==> config.mk <==
export PLATFORM = sky130hd
export DESIGN_NAME = rsc_reset_source_control
export DESIGN_NICKNAME = d
export VERILOG_FILES = /design/src/hdl/rsc_reset_source_control.v /design/src/hdl/rsc_sync.v
export VERILOG_INCLUDE_DIRS = /design/src /design/src/hdl
export SDC_FILE = /design/constraint.sdc
export NUM_CORES = 1
export LEC_CHECK = 0
export BUFFER_PORTS_ARGS = -buffer_cell sky130_fd_sc_hd__buf_2
export CORE_MARGIN = 2
export CORE_UTILIZATION = 47
export DETAILED_ROUTE_END_ITERATION = 16
export GPL_TIMING_DRIVEN = 0
export PLACE_DENSITY_LB_ADDON = 0.1
export SYNTH_ARGS = -nofsm -noshare
export SYNTH_HDL_FRONTEND = slang
export SYNTH_SLANG_ARGS = --single-unit
==> constraint.sdc <==
create_clock -name core_clk -period 1.6 [get_ports core_clk]
set_clock_uncertainty 0.1 [all_clocks]
set_input_delay 0.08 -clock core_clk [delete_from_list [all_inputs] [get_ports core_clk]]
set_output_delay 0.08 -clock core_clk [all_outputs]
set_load 0.005 [all_outputs]
==> src/hdl/rsc_regs.vh <==
// Register offsets, field positions and reset values of the reset source control block
`ifndef RSC_REGS_VH
`define RSC_REGS_VH
`define RSC_ADDR_W 8
`define RSC_OFF_CAUSE 8'h00
`define RSC_OFF_SUPPLY_CTL 8'h04
`define RSC_OFF_CORE_IRQ_RST 8'h08
`define RSC_OFF_PERIPH_RST 8'h0C
`define RSC_OFF_PIN_ALT 8'h10
`define RSC_OFF_IDENT0 8'h14
`define RSC_OFF_IDENT1 8'h18
`define RSC_OFF_STATUS 8'h1C
`define RSC_CAUSE_EXT 0
`define RSC_CAUSE_POR 1
`define RSC_CAUSE_DROOP 2
`define RSC_CAUSE_WDOG 3
`define RSC_CAUSE_SW 4
`define RSC_DROOP_EN_BIT 1
`define RSC_SYSRST_REQ_BIT 2
`define RSC_RESP_OKAY 2'h0
`define RSC_RESP_SLVERR 2'h2
`define RSC_RESET_STRETCH 4'h8
`define RSC_IDENT0_VAL 32'h00010000
`define RSC_IDENT1_VAL 32'h00000001
`endif

==> src/hdl/rsc_reset_source_control.v <==
// Reset source control: reset gathering, cause flags, soft resets and AXI4-Lite registers
//
// The AXI4-Lite register port and the register addresses are this design's own decisions.
`timescale 1ns/1ps
`default_nettype none
`include "rsc_regs.vh"
// How it works
// - Five sources: pin reset, power-up, supply droop, software and watchdog.
// - Power-up resets core, peripherals and test port controller.
// - Pin reset resets core and peripherals; test port only gets pin setup reset.
// - Droop, soft system and watchdog skip test port; peripheral soft reset skips core.
// - Each peripheral has its own software reset bit.
// - Writing the system reset request bit starts a whole-system reset.
// - After a reset the flag of its source is set.
// - Cause flags are sticky across later droop, software and watchdog resets.
// - Power-up or pin reset clears all other cause flags.
// - Internal reset held until power-up detector deasserts; then core fetches vectors.
// - Power-up detector acts only on first power-up.
// - Pin reset held minimum time by outside; after release core starts.
// - Interrupt pin acts as GPIO until its alternate function bit is set.
// - Read-only identification words report version, part and memory sizes.
// - Droop resets only when enabled, held until supply recovers.
// - Set then clear of a peripheral bit resets that peripheral.
// - Watchdog second time-out resets the system if its reset output is enabled.
module rsc_reset_source_control
#(
	parameter NUM_PERIPH = 32,
	parameter [31:0] IDENT0 = `RSC_IDENT0_VAL,
	parameter [31:0] IDENT1 = `RSC_IDENT1_VAL
)
(
	input wire core_clk,
	input wire reset_n,
	input wire powerUpDetect,
	input wire pinResetN,
	input wire supplyDroop,
	input wire wdogTimeoutSecond,
	input wire wdogResetEnable,
	input wire test_mode_in0,
	input wire test_mode_in1,
	input wire s_axi_awvalid,
	output reg s_axi_awready,
	input wire [31:0] s_axi_awaddr,
	input wire s_axi_wvalid,
	output reg s_axi_wready,
	input wire [31:0] s_axi_wdata,
	input wire [3:0] s_axi_wstrb,
	output reg s_axi_bvalid,
	input wire s_axi_bready,
	output reg [1:0] s_axi_bresp,
	input wire s_axi_arvalid,
	output reg s_axi_arready,
	input wire [31:0] s_axi_araddr,
	output reg s_axi_rvalid,
	input wire s_axi_rready,
	output reg [31:0] s_axi_rdata,
	output reg [1:0] s_axi_rresp,
	output reg coreResetN,
	output reg periphResetN,
	output reg testPortResetN,
	output reg testPinCfgResetN,
	output reg [NUM_PERIPH-1:0] periphSoftResetN,
	output reg nmiFunctionSel
);
	// ------------------------------------------------------------
	// Reset gathering
	// ------------------------------------------------------------
	// Power-up detector is only active on first ramp, so it alone touches the test port
	wire porActive = powerUpDetect | ~reset_n;
	wire extActive = ~pinResetN;
	reg droopEnReg;
	reg sysReqReg;
	reg [3:0] stretchReg;
	wire droopActive = supplyDroop & droopEnReg;
	wire wdogActive = wdogTimeoutSecond & wdogResetEnable;
	wire sysActive = sysReqReg | (stretchReg != 4'h0);
	// Glitches on these combined terms can only lengthen a reset, never shorten it
	wire anyCoreReq = porActive | extActive | droopActive | wdogActive | sysActive;
	wire porRelN;
	wire coreRelN;
	rsc_sync porSync
	(
		.core_clk(core_clk),
		.reqActive(porActive),
		.releasedN(porRelN)
	);
	rsc_sync coreSync
	(
		.core_clk(core_clk),
		.reqActive(anyCoreReq),
		.releasedN(coreRelN)
	);

	// Outputs registered; core fetches vectors after coreResetN rises
	always @(posedge core_clk or negedge reset_n)
	begin
		if (!reset_n)
		begin
			coreResetN <= 1'b0;
			periphResetN <= 1'b0;
			testPortResetN <= 1'b0;
			testPinCfgResetN <= 1'b0;
		end
		else
		begin
			coreResetN <= coreRelN;
			periphResetN <= coreRelN;
			testPortResetN <= porRelN;
			testPinCfgResetN <= porRelN & ~extActive;
		end
	end

	// ------------------------------------------------------------
	// Cause flags
	// ------------------------------------------------------------
	// These live on the always-on domain: only power-up and pin reset clear them
	reg [4:0] causeReg;
	reg [4:0] causeNext;
	always @*
	begin
		causeNext = causeReg;
		if (droopActive)
			causeNext[`RSC_CAUSE_DROOP] = 1'b1;
		if (wdogActive)
			causeNext[`RSC_CAUSE_WDOG] = 1'b1;
		if (sysActive)
			causeNext[`RSC_CAUSE_SW] = 1'b1;
		if (extActive)
		begin
			causeNext = 5'h00;
			causeNext[`RSC_CAUSE_EXT] = 1'b1;
		end
	end

	always @(posedge core_clk or posedge porActive)
	begin
		if (porActive)
			causeReg <= 5'h02;
		else
			causeReg <= causeNext;
	end

	// ------------------------------------------------------------
	// AXI4-Lite slave
	// ------------------------------------------------------------
	reg awHeldReg;
	reg wHeldReg;
	reg [7:0] awAddrReg;
	reg [31:0] wDataReg;
	reg [3:0] wStrbReg;
	reg [NUM_PERIPH-1:0] periphRstReg;
	reg [NUM_PERIPH-1:0] periphPrevReg;
	reg [31:0] readVal;
	reg readOk;
	wire doWrite = awHeldReg & wHeldReg & ~s_axi_bvalid;
	wire [7:0] rdAddr = s_axi_araddr[7:0];

	// One address map for both directions, so reads and writes agree on what exists
	function rsc_mapped;
		input [7:0] addr;
		begin
			case (addr)
				`RSC_OFF_CAUSE, `RSC_OFF_SUPPLY_CTL, `RSC_OFF_CORE_IRQ_RST, `RSC_OFF_PERIPH_RST,
				`RSC_OFF_PIN_ALT, `RSC_OFF_IDENT0, `RSC_OFF_IDENT1, `RSC_OFF_STATUS:
					rsc_mapped = 1'b1;
				default: rsc_mapped = 1'b0;
			endcase
		end
	endfunction

	// Pads peripheral bits to a bus word; holds at most 32 peripherals
	function [31:0] rsc_periph_word;
		input [NUM_PERIPH-1:0] bits;
		integer i;
		begin
			rsc_periph_word = 32'h00000000;
			for (i = 0; i < NUM_PERIPH; i = i + 1)
				rsc_periph_word[i] = bits[i];
		end
	endfunction

	function [31:0] rsc_merge;
		input [31:0] oldVal;
		input [31:0] newVal;
		input [3:0] strb;
		integer i;
		begin
			for (i = 0; i < 4; i = i + 1)
				rsc_merge[i*8 +: 8] = strb[i] ? newVal[i*8 +: 8] : oldVal[i*8 +: 8];
		end
	endfunction

	wire [31:0] mergedPeriph = rsc_merge(rsc_periph_word(periphRstReg), wDataReg, wStrbReg);

	always @*
	begin
		readOk = rsc_mapped(rdAddr);
		readVal = 32'h00000000;
		case (rdAddr)
			`RSC_OFF_CAUSE: readVal = {27'h0, causeReg};
			`RSC_OFF_SUPPLY_CTL: readVal = {30'h0, droopEnReg, 1'b0};
			`RSC_OFF_CORE_IRQ_RST: readVal = 32'h00000000;
			`RSC_OFF_PERIPH_RST: readVal = rsc_periph_word(periphRstReg);
			`RSC_OFF_PIN_ALT: readVal = {31'h0, nmiFunctionSel};
			`RSC_OFF_IDENT0: readVal = IDENT0;
			`RSC_OFF_IDENT1: readVal = IDENT1;
			`RSC_OFF_STATUS: readVal = {28'h0, test_mode_in1, test_mode_in0, porRelN, coreRelN};
			default: readVal = 32'h00000000;
		endcase
	end

	// Bus and control registers are reset by reset_n alone, not by peripheral reset
	always @(posedge core_clk or negedge reset_n)
	begin
		if (!reset_n)
		begin
			s_axi_awready <= 1'b0;
			s_axi_wready <= 1'b0;
			s_axi_bvalid <= 1'b0;
			s_axi_bresp <= `RSC_RESP_OKAY;
			s_axi_arready <= 1'b0;
			s_axi_rvalid <= 1'b0;
			s_axi_rdata <= 32'h00000000;
			s_axi_rresp <= `RSC_RESP_OKAY;
			awHeldReg <= 1'b0;
			wHeldReg <= 1'b0;
			awAddrReg <= 8'h00;
			wDataReg <= 32'h00000000;
			wStrbReg <= 4'h0;
			droopEnReg <= 1'b0;
			sysReqReg <= 1'b0;
			stretchReg <= 4'h0;
			periphRstReg <= {NUM_PERIPH{1'b0}};
			periphPrevReg <= {NUM_PERIPH{1'b0}};
			periphSoftResetN <= {NUM_PERIPH{1'b0}};
			nmiFunctionSel <= 1'b0;
		end
		else
		begin
			s_axi_awready <= ~awHeldReg & ~s_axi_awready & s_axi_awvalid;
			s_axi_wready <= ~wHeldReg & ~s_axi_wready & s_axi_wvalid;
			if (s_axi_awvalid & s_axi_awready)
			begin
				awHeldReg <= 1'b1;
				awAddrReg <= s_axi_awaddr[7:0];
			end
			if (s_axi_wvalid & s_axi_wready)
			begin
				wHeldReg <= 1'b1;
				wDataReg <= s_axi_wdata;
				wStrbReg <= s_axi_wstrb;
			end
			if (s_axi_bvalid & s_axi_bready)
				s_axi_bvalid <= 1'b0;
			// System request pulse is stretched so the request outlives the sync release
			if (sysReqReg)
				stretchReg <= `RSC_RESET_STRETCH;
			else if (stretchReg != 4'h0)
				stretchReg <= stretchReg - 4'h1;
			sysReqReg <= 1'b0;
			if (doWrite)
			begin
				awHeldReg <= 1'b0;
				wHeldReg <= 1'b0;
				s_axi_bvalid <= 1'b1;
				s_axi_bresp <= rsc_mapped(awAddrReg) ? `RSC_RESP_OKAY : `RSC_RESP_SLVERR;
				case (awAddrReg)
					`RSC_OFF_CAUSE: ;
					`RSC_OFF_SUPPLY_CTL:
						if (wStrbReg[0])
							droopEnReg <= wDataReg[`RSC_DROOP_EN_BIT];
					`RSC_OFF_CORE_IRQ_RST:
						if (wStrbReg[0] & wDataReg[`RSC_SYSRST_REQ_BIT])
							sysReqReg <= 1'b1;
					`RSC_OFF_PERIPH_RST:
						periphRstReg <= mergedPeriph[NUM_PERIPH-1:0];
					`RSC_OFF_PIN_ALT:
						if (wStrbReg[0])
							nmiFunctionSel <= wDataReg[0];
					`RSC_OFF_IDENT0: ;
					`RSC_OFF_IDENT1: ;
					`RSC_OFF_STATUS: ;
					default: ;
				endcase
			end
			// Peripheral pulse on falling control bit; whole-system reset also hits all
			periphPrevReg <= periphRstReg;
			periphSoftResetN <= ~(periphPrevReg & ~periphRstReg) & {NUM_PERIPH{periphResetN}};
			s_axi_arready <= ~s_axi_arready & ~s_axi_rvalid & s_axi_arvalid;
			if (s_axi_arvalid & s_axi_arready)
			begin
				s_axi_rvalid <= 1'b1;
				s_axi_rdata <= readVal;
				s_axi_rresp <= readOk ? `RSC_RESP_OKAY : `RSC_RESP_SLVERR;
			end
			else if (s_axi_rvalid & s_axi_rready)
				s_axi_rvalid <= 1'b0;
		end
	end
endmodule
`default_nettype wire

==> src/hdl/rsc_sync.v <==
// Reset request synchroniser: async assert, clean release on a clock edge
`timescale 1ns/1ps
`default_nettype none
module rsc_sync
(
	input wire core_clk,
	input wire reqActive,
	output reg releasedN
);
	reg stage1Reg;
	always @(posedge core_clk or posedge reqActive)
	begin
		if (reqActive)
		begin
			stage1Reg <= 1'b0;
			releasedN <= 1'b0;
		end
		else
		begin
			stage1Reg <= 1'b1;
			releasedN <= stage1Reg;
		end
	end
endmodule
`default_nettype wire
==> flow_metrics.env <==
export IMPL_cp_end_kind="flip-flop"
export IMPL_die_y_um=128
export IMPL_antenna_found_initial=0
export IMPL_swShare=0.249
export IMPL_tightest_slew_ns=0.619
export IMPL_max_clock_freq_ghz=0.459
export IMPL_ys_flop_type="dfrtp_1"
export IMPL_path_class="reg2reg"
export IMPL_timing_hold_ws_ns=-0.527
export IMPL_grt_remaining_overflow=0
export IMPL_antenna_cells=0
export IMPL_cts_hold_buf=59
export IMPL_cts_max_level=4
export IMPL_drt_pass1_iter_count=4
export IMPL_drt_iter0_markers=223
export IMPL_synth_seq_cells=200
export IMPL_synth_distinct_cells=39
export IMPL_async_reset_ff_frac=1.00
export IMPL_finalWorstSetupSlack_ns=-0.580
export IMPL_grt_pass1_wl_um=24800
export IMPL_synth_commonest_cells="199 x dfrtp_1, 80 x mux2_2, 40 x inv_1"
export IMPL_cp_start_kind="flip-flop"
export IMPL_rows=45
export IMPL_power_density_nw_per_um2=1350
export IMPL_port_buffers=139
export IMPL_post_dp_cell_area_um2=8180
export IMPL_slew_headroom=0.587
export IMPL_dieArea_um2=16300
export IMPL_yosysTopAreaCell="dfrtp_1"
export IMPL_final_cell_count_no_fill=914
export IMPL_grt_pass1_vias=4898
export IMPL_grtUsageTotal=0.199
export IMPL_critical_path_max_fanout=8
export IMPL_maxSlewViolCount=0
export IMPL_seq_area_frac_synth=0.696
export IMPL_netlist_top_cells_area="dfrtp_1 69%, mux2_2 13%, a22o_1 3.8%"
export IMPL_cts_inserted_buffers=17
export IMPL_combPwrFrac=0.152
export IMPL_regArea_um2=5010
export IMPL_routedWlPerCell_um=16.7
export IMPL_multiInputGateArea_um2=2080
export IMPL_fin_crit_sh=1.36
export IMPL_maxCapViolations=0
export IMPL_clkPwrFrac=0.345
export IMPL_drive_gt1_frac=0.398
export IMPL_clock_sinks=200
export IMPL_reg2reg_slack_ns=-0.58
export IMPL_postSynthCellCount=483
export IMPL_finalSetupViolCount=36
export IMPL_power_frac_seq=0.503
export IMPL_syn2layout_area_growth_pct=33.7
export IMPL_io_pins=192
export IMPL_power_switching_mw=3.23
export IMPL_synth_cell_area_um2=7190
export IMPL_synth_edf_count=0
export IMPL_hold_viol_final=184
export IMPL_grt_start_max_net_pins=98
export IMPL_clockBufferDepth=2
export IMPL_via_per_inst=5.05
export IMPL_start_util=0.477
export IMPL_leakage_nw=4.72
export IMPL_rsz0062_at_grt="yes"
export IMPL_yosys_warnings=0
export IMPL_vias=4617
export IMPL_path_clk_slew_ns=0.07
export IMPL_worstPathRequired_ns=1.81
export IMPL_finalNetCount=828
export IMPL_drc_errors=0
export IMPL_min_path_type="in2async"
export IMPL_intPower_mw=9.74
export IMPL_fin_crit_ns=2.18
export IMPL_wirelength_um=15200
export IMPL_post_synth_top_count_cell="dfrtp_1"
export IMPL_root_buffer="clkbuf_16"
export IMPL_core_um2=15100
export IMPL_status="complete, but fails checks"
export IMPL_cts_tree="yes"
export IMPL_dpl_cell_count=813
export IMPL_n_fill_cell=1204
export IMPL_synth_top_cell_area_share=0.692
export IMPL_gp_congestion=0.803
export IMPL_peakVddDrop_mv=0.766
export IMPL_synth_avg_cell_area_um2=14.9
export IMPL_utilization=0.637
export IMPL_final_antenna_net_count=0
export IMPL_violations="hold timing, setup timing"
export IMPL_design_area_um2=9610
export IMPL_die_w_um=128
export IMPL_clk_latency_ns=0.43
export IMPL_hpwl_um=9970
export IMPL_arrival_ns=2.39
==> area by class of cell <==
| cell class | instances | share of cell area |
|---|---|---|
| clock buffers | 20 | 0.0465 |
| repair buffers | 210 | 0.148 |
| well taps | 188 | 0.0245 |
| plain buffers | 19 | 0.0107 |
| multi-input cells | 225 | 0.216 |
| flip-flops and latches | 200 | 0.521 |
| clock inverters | 12 | 0.0180 |
| inverters | 40 | 0.0156 |
==> metrics by stage <==
step	setup WS [ns]	power (mW)	TNS, ns
after global placement	-2.72	8.17	-560.66
final	-0.580	13.0	-19.00
after CTS	-0.683	13.0	-22.34
after floorplan	-0.401	7.62	-13.18
after global routing	-0.658	13.6	-21.78
after detailed placement	-0.733	8.31	-51.79
==> power by group through the flow <==
stage	clock, mW	combinational [mW]	sequential [mW]
after global routing	4.78	2.21	6.65
after CTS	4.56	1.93	6.52
after global placement	0	1.64	6.53
final	4.48	1.97	6.52
after floorplan	0	1.17	6.44
after detailed placement	0	1.73	6.58
==> logic make-up (layout without fill, tap and decap cells) <==
logic type,after synthesis,after routing,synth area share
AOI/OAI and AO/OA,84,84,0.0912
muxes,85,85,0.132
buffers and inverters,60,301,0.0329
and+or+nand+nor,50,50,0.0437
xor gates and xnor gates,1,1,0.00122
other,2,4,0.00104
DFF,200,200,0.696
adders and majority gates,1,1,0.00174
==> worst max-delay path: stages (launching register included) <==
cell and delay (ns):
dfrtp_1 0.38, or4_4 0.56, nor4_4 0.14, buf_4 0.17, buf_6 0.10, nand4_4 0.22, mux2_4 0.38
==> timing repair <==
| action | 4_1_cts | 5_1_grt |
|---|---|---|
| pin swaps | 5 | 5 |
| buffers inserted | 9 | 2 |
| resized for setup | 24 | 16 |
| endpoints found under the hold margin | 163 | 89 |
| setup endpoints to repair | 101 | 81 |
==> state kept, by name, summed over array words and instances (netlist names), 4 cells and up <==
| signal | count |
|---|---|
| periphPrevReg | 32 |
| periphRstReg | 32 |
| periphSoftResetN | 32 |
| s_axi_rdata | 32 |
| wDataReg | 32 |
| awAddrReg | 8 |
| causeReg | 5 |
| stretchReg | 4 |
| wStrbReg | 4 |
==> routing by layer <==
| layer | share of wire | wire length [um] | vias up | track usage |
|---|---|---|---|---|
| li1 | - | - | 2135 | - |
| met1 | 0.44 | 6760 | 2340 | 0.268 |
| met2 | 0.48 | 7370 | 126 | 0.322 |
| met3 | 0.060 | 913 | 16 | 0.0505 |
| met4 | 0.012 | 183 | 0 | 0.0569 |
| met5 | 0 | 0 | - | 0 |
==> placed cells by master, fill, tap and decap left out, types with 5 or more instances in the layout <==
cell / count
a21boi_0: 34
a21oi_1: 5
a22o_1: 31
buf_2: 138
buf_4: 12
clkbuf_1: 10
clkbuf_16: 17
dfrtp_1: 198
dlygate4sd3_1: 59
inv_1: 40
mux2_2: 76
mux2i_1: 5
nand2_1: 7
nor2_1: 7
==> worst paths after layout <==
| path | start | endpoint | cells past startpoint |
|---|---|---|---|
| setup reg to reg | awAddrReg[6] | periphRstReg[23] | 6 |
| hold reg to reg | coreSync.stage1Reg | coreSync.releasedN | 0 |
| hold / removal | reset_n | testPinCfgResetN | 1 |
| setup / recovery | awAddrReg[6] | periphRstReg[23] | 6 |
| min in group core_clk | s_axi_araddr[5] | s_axi_rresp[1] | 4 |
| max in group asynchronous | stretchReg[1] | coreSync.stage1Reg | 4 |
(Power assumes the default switching activity.)
